==> config.mk <==
export PLATFORM = sky130hd
export DESIGN_NAME = burst_pulse_generator
export DESIGN_NICKNAME = d
export VERILOG_FILES = /design/src/burst_pulse_pkg.sv /design/src/burst_pulse_generator.sv /design/src/burst_tick_divider.sv
export VERILOG_INCLUDE_DIRS = /design/src /design/src/src
export SDC_FILE = /design/constraint.sdc
export NUM_CORES = 1
export LEC_CHECK = 0
export BUFFER_PORTS_ARGS = -buffer_cell sky130_fd_sc_hd__clkbuf_2
export CAP_MARGIN = 20
export CORE_MARGIN = 8
export CORE_UTILIZATION = 65
export CTS_BUF_LIST = sky130_fd_sc_hd__clkbuf_2 sky130_fd_sc_hd__clkbuf_4 sky130_fd_sc_hd__clkbuf_8
export DETAILED_ROUTE_END_ITERATION = 6
export HOLD_SLACK_MARGIN = 0.02
export PLACE_DENSITY = 0.87
export RECOVER_POWER = 25
export SLEW_MARGIN = 20
export SYNTH_ARGS = -nofsm -noshare
export SYNTH_HDL_FRONTEND = slang
export SYNTH_HIERARCHICAL = 1
export SYNTH_SLANG_ARGS = --single-unit
==> constraint.sdc <==
create_clock -name sys_clk -period 4.9 [get_ports sys_clk]
set_input_delay 1.225 -clock sys_clk [delete_from_list [all_inputs] [get_ports sys_clk]]
set_output_delay 1.225 -clock sys_clk [all_outputs]
set_load 0.02 [all_outputs]
==> src/burst_pulse_consts.svh <==
// constants for the burst pulse generator
// Behaviour
// - The base burst clock is the fast oscillator clock divided by the predivider setting.
// - The base clock is doubled, then divided by the fire divider plus one to give the reference tick; a fire divider of zero is treated as one.
// - A burst carries as many pulses as the pulse count, 1 to 15, and a count of zero disables firing.
// - A burst starts only on the start-cycle command, and the host starts every burst that way.
// - Each pulse takes one bit of the 16-bit phase field, zero giving high-low and one giving low-high.
// - Phase bits are used from the least significant bit upward, one per pulse.
// - Each pulse takes two reference ticks, one for each half.
// - Bit 19 clear enables the noise phase shift and bit 19 set disables it.
// - Bit 23 inverts output B, bit 22 puts output B in high-Z, and bit 21 puts output A in high-Z.
// - Bits 16 to 18 give the number of extra repetitions, from 0 to 7.
// - Each repetition forwards exactly the programmed number of pulses and no more; at a count of 15 later pulses still pass after their first cycle.
// - Five microseconds with no pulse end a received pulse sequence.
// - During repetition, the return input passes straight to the drivers with no clock delay.
`ifndef BURST_PULSE_CONSTS_SVH
`define BURST_PULSE_CONSTS_SVH

`define REG_FIRE_CFG 3'h5
`define FIRE_CFG_RESET 24'h000000
`define PHASE_LSB 0
`define REPEAT_LSB 16
`define REPEAT_MSB 18
`define NOISE_OFF_BIT 19
`define HIZ_A_BIT 21
`define HIZ_B_BIT 22
`define INV_B_BIT 23
`define LFSR_RESET 8'h01

`define SYS_CLK_PERIOD_NS 8
`define QUIET_TIME_NS 5000
`define QUIET_CYCLES \
  ((`QUIET_TIME_NS + `SYS_CLK_PERIOD_NS - 1) / `SYS_CLK_PERIOD_NS)

`endif

==> src/burst_pulse_pkg.sv <==
// types shared by the burst pulse generator
package burst_pulse_pkg;

  typedef enum logic [3:0] {
    ST_IDLE   = 4'b0001,
    ST_NOISE  = 4'b0010,
    ST_FIRE   = 4'b0100,
    ST_LISTEN = 4'b1000
  } gen_phase_type;

  typedef struct packed {
    gen_phase_type state;
    logic [23:0] cfg;
    logic [3:0] cnt;
    logic [3:0] idx;
    logic half;
    logic [2:0] repLeft;
    logic [3:0] rxCount;
    logic [9:0] quiet;
    logic [1:0] noiseWait;
    logic [7:0] lfsr;
    logic outA;
    logic outB;
    logic enA;
    logic enB;
    logic prevRet;
    logic busy;
    logic [5:0] tickCount;
  } gen_state_type;

  typedef struct packed {
    logic [7:0] acc;
    logic tick;
  } div_state_type;

endpackage

==> src/burst_pulse_generator.sv <==
// burst pulse generator with phase, repetition and return forwarding
`timescale 1ns/1ps
`default_nettype none
`include "burst_pulse_consts.svh"
module burst_pulse_generator (
  input wire logic sys_clk,
  input wire logic resetn,
  input wire logic cfgWrite,
  input wire logic [2:0] cfgAddr,
  input wire logic [23:0] cfgData,
  input wire logic startCycle,
  input wire logic [3:0] pulseCount,
  input wire logic [1:0] predivSel,
  input wire logic [3:0] fireDiv,
  input wire logic fireReturn,
  output logic driveOutA,
  output logic driveOutAEn,
  output logic driveOutB,
  output logic driveOutBEn,
  output logic burstBusy
);
  import burst_pulse_pkg::*;

  gen_state_type s;
  gen_state_type next_s;
  logic refTick;
  logic level;
  logic fwdGate;
  logic invB;

  ////////////////////////////////////////////////////////////////////
  // reference tick source
  burst_tick_divider divider (
    .sys_clk(sys_clk),
    .resetn(resetn),
    .predivSel(predivSel),
    .fireDiv(fireDiv),
    .refTick(refTick)
  );

  ////////////////////////////////////////////////////////////////////
  // return forwarding gate, only up to the programmed pulse count when it is below 15
  assign invB = s.cfg[`INV_B_BIT];
  assign fwdGate = (s.state == ST_LISTEN)
    && ((s.rxCount < s.cnt)
    || ((s.rxCount == s.cnt) && s.prevRet));

  ////////////////////////////////////////////////////////////////////
  // next state
  always_comb begin
    next_s = s;
    level = 1'b0;
    next_s.prevRet = fireReturn;
    next_s.lfsr = {s.lfsr[6:0],
      s.lfsr[7] ^ s.lfsr[5] ^ s.lfsr[4] ^ s.lfsr[3]};
    // write-only config register
    if (cfgWrite && (cfgAddr == `REG_FIRE_CFG)) begin
      next_s.cfg = cfgData;
    end
    next_s.enA = !s.cfg[`HIZ_A_BIT];
    next_s.enB = !s.cfg[`HIZ_B_BIT];
    unique case (s.state)
      ST_IDLE: begin
        next_s.outA = 1'b0;
        next_s.outB = invB;
        // zero count keeps the generator off
        if (startCycle && (pulseCount != 4'h0)) begin
          next_s.cnt = pulseCount;
          next_s.idx = 4'h0;
          next_s.half = 1'b0;
          next_s.tickCount = 6'h00;
          next_s.repLeft = s.cfg[`REPEAT_MSB:`REPEAT_LSB];
          next_s.busy = 1'b1;
          if (!s.cfg[`NOISE_OFF_BIT]) begin
            next_s.noiseWait = s.lfsr[1:0];
            next_s.state = ST_NOISE;
          end else begin
            next_s.state = ST_FIRE;
          end
        end
      end
      ST_NOISE: begin
        // random 1..4 tick start offset dithers the burst phase
        if (refTick) begin
          if (s.noiseWait == 2'h0) begin
            next_s.state = ST_FIRE;
          end else begin
            next_s.noiseWait = s.noiseWait - 2'h1;
          end
        end
      end
      ST_FIRE: begin
        if (refTick) begin
          next_s.tickCount = s.tickCount + 6'h01;
          if (s.idx == s.cnt) begin
            next_s.outA = 1'b0;
            next_s.outB = invB;
            next_s.rxCount = 4'h0;
            next_s.quiet = 10'h000;
            if (s.repLeft == 3'h0) begin
              next_s.state = ST_IDLE;
              next_s.busy = 1'b0;
            end else begin
              next_s.state = ST_LISTEN;
            end
          end else begin
            // lsb first, first half is the inverse of the phase bit
            level = s.cfg[s.idx] ^ !s.half;
            next_s.outA = level;
            next_s.outB = level ^ invB;
            next_s.half = !s.half;
            if (s.half) begin
              next_s.idx = s.idx + 4'h1;
            end
          end
        end
      end
      ST_LISTEN: begin
        if (fireReturn && !s.prevRet && (s.rxCount != 4'hf)) begin
          next_s.rxCount = s.rxCount + 4'h1;
        end
        if (fireReturn) begin
          next_s.quiet = 10'h000;
        end else if (s.quiet != 10'(`QUIET_CYCLES - 1)) begin
          next_s.quiet = s.quiet + 10'h001;
        end
        // a silent gap only closes a sequence once pulses were seen
        if (!fireReturn && (s.quiet == 10'(`QUIET_CYCLES - 1))
          && (s.rxCount != 4'h0)) begin
          next_s.repLeft = s.repLeft - 3'h1;
          next_s.rxCount = 4'h0;
          next_s.quiet = 10'h000;
          if (s.repLeft == 3'h1) begin
            next_s.state = ST_IDLE;
            next_s.busy = 1'b0;
          end
        end
      end
    endcase
  end

  ////////////////////////////////////////////////////////////////////
  // state register
  always_ff @(posedge sys_clk or negedge resetn) begin
    if (!resetn) begin
      s <= '0;
      s.state <= ST_IDLE;
      s.cfg <= `FIRE_CFG_RESET;
      s.lfsr <= `LFSR_RESET;
      s.enA <= 1'b1;
      s.enB <= 1'b1;
    end else begin
      s <= next_s;
    end
  end

  ////////////////////////////////////////////////////////////////////
  // drivers: forwarding path bypasses the flops so re-emission has
  // no clock delay; everything else leaves a flip-flop
  assign driveOutA = fwdGate ? fireReturn : s.outA;
  assign driveOutB = fwdGate ? (fireReturn ^ invB) : s.outB;
  assign driveOutAEn = s.enA;
  assign driveOutBEn = s.enB;
  assign burstBusy = s.busy;
endmodule
`default_nettype wire

==> src/burst_tick_divider.sv <==
// reference tick divider for the burst pulse generator
`timescale 1ns/1ps
`default_nettype none
`include "burst_pulse_consts.svh"
module burst_tick_divider (
  input wire logic sys_clk,
  input wire logic resetn,
  input wire logic [1:0] predivSel,
  input wire logic [3:0] fireDiv,
  output logic refTick
);
  import burst_pulse_pkg::*;

  div_state_type s;
  div_state_type next_s;
  logic [3:0] divSafe;
  logic [7:0] thr;
  logic [7:0] sum;

  // fractional accumulator: adds two per clock (the doubling) against
  // (div+1) scaled by the predivider; avoids a second clock entirely
  always_comb begin
    next_s = s;
    divSafe = (fireDiv == 4'h0) ? 4'h1 : fireDiv;
    // predivider 0/1/2 gives 1/2/4, code 3 held at 4
    thr = 8'((9'(divSafe) + 9'h001)
      << ((predivSel == 2'h3) ? 2'h2 : predivSel));
    sum = s.acc + 8'h02;
    if (sum >= thr) begin
      next_s.acc = sum - thr;
      next_s.tick = 1'b1;
    end else begin
      next_s.acc = sum;
      next_s.tick = 1'b0;
    end
  end

  always_ff @(posedge sys_clk or negedge resetn) begin
    if (!resetn) begin
      s <= '0;
    end else begin
      s <= next_s;
    end
  end

  assign refTick = s.tick;

endmodule
`default_nettype wire

# After elaboration in Yosys (flattened, before gate mapping)
# Cells that the tools add are included.
# totals
elab_cells	145
input_bits	42
out_inout_bits	5
mem_bits_ro	0
ramBits	0
memories	0
latch_bits	0
register_bits	85
# classes
n_addsub	9
mul	0
magnitude_cmp	3
n_mux	46
n_bitwise	6
n_shift	1
eq_ne	26
n_div	0
n_reduce_logical	35
# ops
cell	n
2-to-1 mux 4 bit	11
2-to-1 mux 14 bit	2
case mux 14 bit (2 select lines)	1
2-to-1 mux 10 bit	2
2-to-1 mux 17 bit	1
!= test 2 bit (second input constant)	8
case mux 4 bit (4 select lines)	1
2-to-1 mux 2 bit	7
2-to-1 mux 7 bit	2
AND reduction 7 bit	2
case mux 6 bit (2 select lines)	1
AND reduction 4 bit	3
adder 10 x 1 -> 10 bit (second input constant)	1
equality test 10 bit (second input constant)	1
2-to-1 mux 5 bit	2
!= test 10 bit (second input constant)	1
case mux 5 bit (2 select lines)	1
AND reduction 5 bit	2
2-to-1 mux 9 bit	1
<< shifter 9 x 2 -> 8 bit	1
adder 4 x 1 -> 4 bit (second input constant)	2
adder 8 x 2 -> 8 bit (second input constant)	1
equality test 4 bit	2
greater-or-equal comparator 8 bit	1
37 further kinds	69

# Longest topological paths before layout
# Gate-level depths: netlist of run 1.
# logic_depth
ltp_word	7
mapped_depth	12
ltp_nobuf	11

# Modules after synthesis
# The synthesis of run 1 kept the hierarchy.
# by_module_without_submodules
mod	area_each_um2	cells_each	instances	seq_area_each_um2
burst_pulse_generator	3504.6	313	1	1731.7
burst_tick_divider	1047.3	128	1	225.2

# Least setup slack after synthesis of run 1
# Ideal clock, no wire load.
# synth_path
path_kind	in2reg
start	input fireDiv[3]
end	register divider/s[2] (netlist name)
setup_slack_ns	1.018
path_buffers	1
setup_time_ns	0.125
required_ns	4.775
t_arrival_ns	3.757
stages	12
path_cell_list	clkbuf_1 > or2_1 > nor2_1 > nor4_1 > ha_1 > inv_1 > fa_1 > a21o_1 > a21oi_4 > a21oi_2 > a211oi_4 > mux2_2
# synth_lines
element	line_no	text
start: declaration	burst_pulse_generator.sv:14	input wire logic [3:0] fireDiv,
end signal: assignment	burst_tick_divider.sv:42	s <= next_s;
end: declaration	burst_tick_divider.sv:14	div_state_type s;

==> metrics.txt, run 1 <==
Pre-antenna DRT Iters 4; CTS Buf Count 9; syn nets 506; Yosys reg bits 78; worst slew pin tran 1.86 ns; area delta synth->final 10.4%; port bufs 45; Power, Total 0.00300 W; Fin Setup TNS 0 ns; critical path type in2reg; power density over cell area 598 nW/um^2; initial antenna violation count 0; CP arrival 4.00 ns; Layout Skew 0.0136 ns; ANT cells 0; failing checks capacitance limit, slew limit; routed len/inst 16.4 um; Tmin final 3.77 ns; Detailed Route Iter0 Violations 136; Initial Util 67.0%; CTS HTree Levels 3; Leak Pwr 2.28 nW; maxcap violations 1; top_reg_cell synth dfrtp_1; Synth top area share 40.7%; hpwl dp 7160 um; post-route clock period utilization 77.0%; Crit. End Element flop; cts repair resizes 0; hold_buf cts 0; Hold Violations, Final 0; DR DRC count 0; Worst-Skew Late Latency 0.36 ns; register area share after synthesis 43.0%; core area 6790 um^2; final antenna-violating net count 0; Crit Path Max Fanout 9; Setup crit start kind input port; Clock Sinks 78; first-pass GRT wire length 16100 um; Cells after Synth 441; Final setup viols 0; cell taking the most area after synthesis dfrtp_1; ys async rst share 100%; setup bufs post-CTS 0; clk buf depth 2; num ports 47; Post-DP Area 4830 um^2; Die H 99.7 um; status finished, violations left; Critical Path RT 5.13 ns; Overflow after GRT 0; Layout Utilization 74.0%; Final nets 546; Post-synth EDFFs 0; top cells by count, synth 74 x dfrtp_1, 38 x nor2_1, 35 x nand2_1, 31 x mux2_2, 23 x inv_1; GP Congestion 0.799; RSZ-0062 raised after global routing false; Max Slew Vio Count 79; GRT Total Usage 19.9%; area of the die 9940 um^2; Die X-Extent 99.7 um; Synth Warn # 6; standard-cell rows 30; largest net degree at the start of global routing 79; Peak VDD IR 0.000498 V; Max Freq 265 MHz; vias per cell 5.96; synth top area cells dfrtp_1 41%, mux2_2 7.7%, ha_1 6.0%; syn avg cell area 10.3 um^2; Slew headroom -23.8%; count of different cell masters after synthesis 73; Hold Path Class reg2reg; Total Wirelength 9550 um; synthesized cell area 4550 um^2; vias after detailed routing 3467; vias in the first global route 3522; Fillers 453; fin area 5020 um^2; top-count cell post-synth dfrtp_1; root buf cell clkbuf_8; CTS tree done; Worst-path clk slew 0.09 ns; share of layout cells above drive strength 1 23.7%
[through the flow]
stage | setup slack [ns] | cells | hold WS, ns
2_1_floorplan | 1.02 | 441 | 0.331
3_5_place_dp | 0.776 | 566 | 0.337
4_1_cts | 1.16 | 582 | 0.370
6_report | 1.13 | 582 | 0.370
5_1_grt | 1.02 | 582 | 0.384
3_3_place_gp | 0.894 | 565 | 0.341
[path summary, 6_finish.rpt]
| check | start | slack (ns) | cells past startpoint | endpoint |
|---|---|---|---|---|
| max reg2reg | divider/s[2] | 2.16 | 9 | divider/s[5] |
| min in group asynchronous | resetn | 1.37 | 1 | s[24] |
| min | next_s[19] | 0.37 | 0 | s[19] |
| max | fireDiv[3] | 1.13 | 12 | divider/s[5] |
| min reg2reg | next_s[19] | 0.37 | 0 | s[19] |
| max in group asynchronous | resetn | 2.43 | 1 | s[58] |
[layout make-up]
cell class	instances	area (um^2)	area share [%]
clock buffer	10	131	2.61
clock inverter	6	70.1	1.39
inverter	23	86.3	1.72
multi-input combinational	322	2410	48.0
sequential	78	1960	38.9
tap	96	120	2.39
timing repair buffer	47	246	4.91
[critical path, stage by stage]
cell and delay, ns:
clkbuf_2 0.16, or2_1 0.21, nor2_1 0.07, nor4_1 0.23, ha_1 0.24, inv_1 0.06
fa_1 0.40, a21o_1 0.23, a21oi_4 0.21, a21oi_2 0.09, a211oi_4 0.47, mux2_2 0.40
[state kept, by name (all words and copies together), names as in the netlist]
signal and flops:
divider/s 8, driveOutBEn 1, divider/refTick 1, driveOutAEn 1
next_s 7, invB 1, s 58, burstBusy 1
[cells by family (layout without fill, tap and decap cells)]
family / count (synthesis) / in the layout / share of synthesized area (%)
flip-flops: 78 / 78 / 43.0
AO/OA/AOI/OAI: 87 / 87 / 13.9
buffers and inverters: 41 / 86 / 3.99
multiplexers: 41 / 41 / 10.8
XOR/XNOR: 25 / 25 / 4.81
other: 1 / 1 / 0.0824
adder cells (fa/ha/maj): 23 / 23 / 6.49
AND/OR/NAND/NOR: 145 / 145 / 17.0
[cells in the final DEF, fill, tap and decap left out, types with 2 or more instances in the layout]
cell | Yosys | final
nand2_1 | 35 | 35
o221ai_1 | 2 | 2
clkinv_4 | 0 | 3
or4b_1 | 2 | 2
nor3b_1 | 2 | 2
nand3b_1 | 3 | 3
clkbuf_8 | 0 | 9
nand3_1 | 21 | 21
o22ai_1 | 2 | 2
or2_1 | 2 | 2
mux4_2 | 2 | 2
inv_1 | 23 | 23
clkbuf_2 | 0 | 44
xnor2_1 | 9 | 9
o21a_1 | 3 | 3
dfrtp_1 | 74 | 74
a21oi_1 | 13 | 13
a211oi_1 | 2 | 2
nand2b_1 | 5 | 5
o41ai_1 | 4 | 4
nor3_1 | 4 | 4
o21ai_0 | 19 | 19
and3_1 | 6 | 6
nor4b_1 | 4 | 4
ha_1 | 22 | 22
nor2_1 | 38 | 38
a32o_1 | 3 | 3
mux2i_1 | 7 | 7
a21o_1 | 2 | 2
nor2b_1 | 4 | 4
o221a_2 | 3 | 3
a31oi_1 | 5 | 5
mux2_2 | 31 | 31
xor2_1 | 16 | 16
nor4b_2 | 2 | 2
o31ai_1 | 5 | 5
nand4_1 | 5 | 5
or3_1 | 2 | 2
dfstp_2 | 4 | 3
o21ai_1 | 5 | 5
[power by group]
group / switching [W] / total, W / internal, W
Sequential: 0.000222 / 0.00108 / 0.000856
Clock: 0.000241 / 0.000486 / 0.000244
Combinational: 0.000767 / 0.00144 / 0.000673
Total: 0.00123 / 0.00300 / 0.00177
[metal layers]
| metal | GRT usage (%) | up-vias | part of all wire, % |
|---|---|---|---|
| met4 | 8.50 | 0 | 2.0 |
| met2 | 34.4 | 63 | 52 |
| li1 | - | 1679 | - |
| met1 | 23.3 | 1706 | 43 |
| met5 | 0 | - | 0 |
| met3 | 4.12 | 19 | 3.5 |
Power figures use the tool's default switching activity.
==> run 2: changes to the inputs <==
--- a/config.mk
+++ b/config.mk
@@ -6,14 +6,15 @@
 export SDC_FILE = /design/constraint.sdc
 export NUM_CORES = 1
 export LEC_CHECK = 0
+export ABC_AREA = 1
 export BUFFER_PORTS_ARGS = -buffer_cell sky130_fd_sc_hd__clkbuf_2
 export CAP_MARGIN = 20
 export CORE_MARGIN = 8
-export CORE_UTILIZATION = 65
+export CORE_UTILIZATION = 56
 export CTS_BUF_LIST = sky130_fd_sc_hd__clkbuf_2 sky130_fd_sc_hd__clkbuf_4 sky130_fd_sc_hd__clkbuf_8
 export DETAILED_ROUTE_END_ITERATION = 6
 export HOLD_SLACK_MARGIN = 0.02
-export PLACE_DENSITY = 0.87
+export PLACE_DENSITY = 0.79
 export RECOVER_POWER = 25
 export SLEW_MARGIN = 20
 export SYNTH_ARGS = -nofsm -noshare
==> constraint.sdc (replaced) <==
create_clock -name sys_clk -period 3.2 [get_ports sys_clk]
set_input_delay 0.8 -clock sys_clk [delete_from_list [all_inputs] [get_ports sys_clk]]
set_output_delay 0.8 -clock sys_clk [all_outputs]
set_load 0.02 [all_outputs]
==> run 2 against run 1 <==
Effect of this change: the flow still finishes with violations (capacitance limit, slew limit); global-route usage is 2.7 points lower; worst hold slack got worse by 0.012 ns; worst setup slack worse by 0.73 ns; sequential power up 33%; critical endpoint is now driveOutA; largest cell class unchanged; largest power group unchanged.
==> metrics.txt, run 2 <==
Layout Skew 0.0129 ns; syn nets 671; Clock power frac 17.3%; hold_buf cts 0; Slew headroom -25.7%; status finished, violations left; Cells after Synth 606; first-pass GRT wire length 16500 um; DR DRC count 0; reg2reg end divider/s[5]; register area share after synthesis 41.5%; area delta synth->final 10.5%; Max Slew Vio Count 79; worst slew pin tran 1.89 ns; Fin Setup TNS 0 ns; top-count cell post-synth nand2_1; Gate power share 49.3%; root buf cell clkbuf_8; port bufs 45; CTS Buf Count 9; Power, Total 0.00431 W; core area 8180 um^2; most frequent cells in the layout 136 x nand2_1, 88 x inv_1, 74 x dfrtp_1; Leak Pwr 2.71 nW; setup bufs post-CTS 0; critical path type reg2out; Synth top area share 39.2%; commonest non-fill, non-tap cell in the layout nand2_1; Overflow after GRT 0; initial antenna violation count 0; sequential power share 33.4%; Synth Warn # 6; NetSw 0.00193 W; Worst-Skew Late Latency 0.35 ns; count of different cell masters after synthesis 38; CTS HTree Levels 3; sw frac 44.9%; met2 Use GR 27.1%; Die H 108 um; Yosys reg bits 78; Crit Path Max Fanout 5; Fillers 724; worst setup path end driveOutA; cts repair resizes 0; power density over cell area 826 nW/um^2; Critical Path RT 2.40 ns; vias in the first global route 3714; syn avg cell area 7.79 um^2; post-route clock period utilization 87.6%; num ports 47; vias per cell 5.32; ys async rst share 100%; maxcap violations 1; Tmin final 2.80 ns; pre-CTS setup slack 0.219 ns; worst setup path start s[35]; standard-cell rows 33; fin worst setup slack 0.396 ns; Setup crit start kind flop; Total Wirelength 9750 um; Peak VDD IR 0.000506 V; Final setup viols 0; synthesized cell area 4720 um^2; gr busiest metal met2; Max Freq 357 MHz; ANT cells 0; Clock Sinks 78; R2R setup slack 0.64 ns; r2r startpoint divider/s[2]; vias after detailed routing 4054; Detailed Route Iter0 Violations 249; Worst-path clk slew 0.09 ns; CTS tree done; area of the die 11600 um^2; Hold Path Class reg2reg; Die X-Extent 108 um; Largest register FFs 58; failing checks capacitance limit, slew limit; routed len/inst 12.8 um; Cell Int Power 0.00238 W; Final nets 717; fin area 5220 um^2; clk buf depth 2; share of layout cells above drive strength 1 15.2%; CP arrival 2.00 ns; RSZ-0062 raised after global routing false; Initial Util 57.7%; Hold Violations, Final 0; cell taking the most area after synthesis dfrtp_1; Post-DP Area 5020 um^2; met1 Usage GRT 22.9%; hpwl dp 7390 um; Pre-antenna DRT Iters 4; top cells by count, synth 136 x nand2_1, 88 x inv_1, 74 x dfrtp_1, 60 x nand3_1, 50 x nor2_1; largest net degree at the start of global routing 79; synth top area cells dfrtp_1 39%, nand2_1 11%, inv_1 7.0%; Crit. End Element output pin; Post-synth EDFFs 0; GRT Total Usage 17.3%; grt met3 use 4.73%; top_reg_cell synth dfrtp_1; final antenna-violating net count 0; worst r2r path cells 11; GP Congestion 0.899; worst hold slack 0.358 ns; register with the most flip-flops s
==> run 2: changes by cell type after synthesis, sizes merged, moves of 18 or more <==
| cell | before | now |
|---|---|---|
| nor2 | 38 | 56 |
| nand3 | 21 | 69 |
| a21oi | 15 | 37 |
| nand2 | 35 | 137 |
| mux2 | 31 | 4 |
| inv | 23 | 91 |
==> run 2: power by group through the flow <==
stage | Clock (W) | Sequential, W | Combinational, W
global route | 0.000799 | 0.00147 | 0.00243
finish | 0.000745 | 0.00144 | 0.00212
floorplan | 0 | 0.00140 | 0.00174
detailed placement | 0 | 0.00145 | 0.00211
global placement | 0 | 0.00144 | 0.00203
CTS | 0.000757 | 0.00144 | 0.00213
==> run 2: per-layer routing <==
layer | vias to the layer above | part of all wire (%)
met5 | - | 0
met4 | 0 | 0.95
met3 | 13 | 4.7
met2 | 85 | 47
met1 | 1899 | 48
li1 | 2057 | -
==> run 2: per-stage QoR <==
step                      instances  utilization, %
final                           762            63.8
after global routing            762            63.8
after CTS                       762            63.9
after detailed placement        746            61.4
after global placement          746            61.4
after floorplan                 606               -
==> run 2: kinds of logic (layout without fill, tap and decap cells) <==
kind of cell | count (synthesis) | after routing | share of synthesized area (%)
AND/OR/NAND/NOR | 292 | 292 | 28.2
buffers and inverters | 106 | 157 | 9.12
AO/OA/AOI/OAI | 78 | 78 | 9.46
flip-flops | 78 | 78 | 41.5
XOR/XNOR | 24 | 24 | 4.45
adder cells (fa/ha/maj) | 23 | 23 | 6.25
multiplexers | 4 | 4 | 0.954
other | 1 | 1 | 0.0794
==> run 2: cell type report <==
type	count	area (um^2)	area share, %
Clock buffer	10	131	2.52
Sequential cell	78	1960	37.5
Inverter	95	362	6.93
Timing Repair Buffer	46	231	4.44
Clock inverter	6	70.1	1.34
Multi-Input combinational cell	422	2330	44.7
Tap cell	105	131	2.52
==> run 2: how the worst min path moves through the flow <==
| stage | from | to | slack (ns) | cells after the start |
|---|---|---|---|---|
| floorplan | next_s[15] | next_s[16] | 0.33 | 0 |
| global placement | next_s[19] | s[19] | 0.34 | 0 |
| detailed placement | next_s[19] | s[19] | 0.34 | 0 |
| CTS | next_s[19] | s[19] | 0.36 | 0 |
| global route | next_s[19] | s[19] | 0.37 | 0 |
| finish | next_s[19] | s[19] | 0.36 | 0 |
==> run 2: worst max-delay path, stage by stage (launching register included) <==
cell      delay, ns
dfrtp_1        0.45
ha_1           0.33
a21oi_1        0.13
o21ai_0        0.08
o21ai_0        0.08
nand2_1        0.11
o21ai_0        0.24
clkbuf_2       0.22
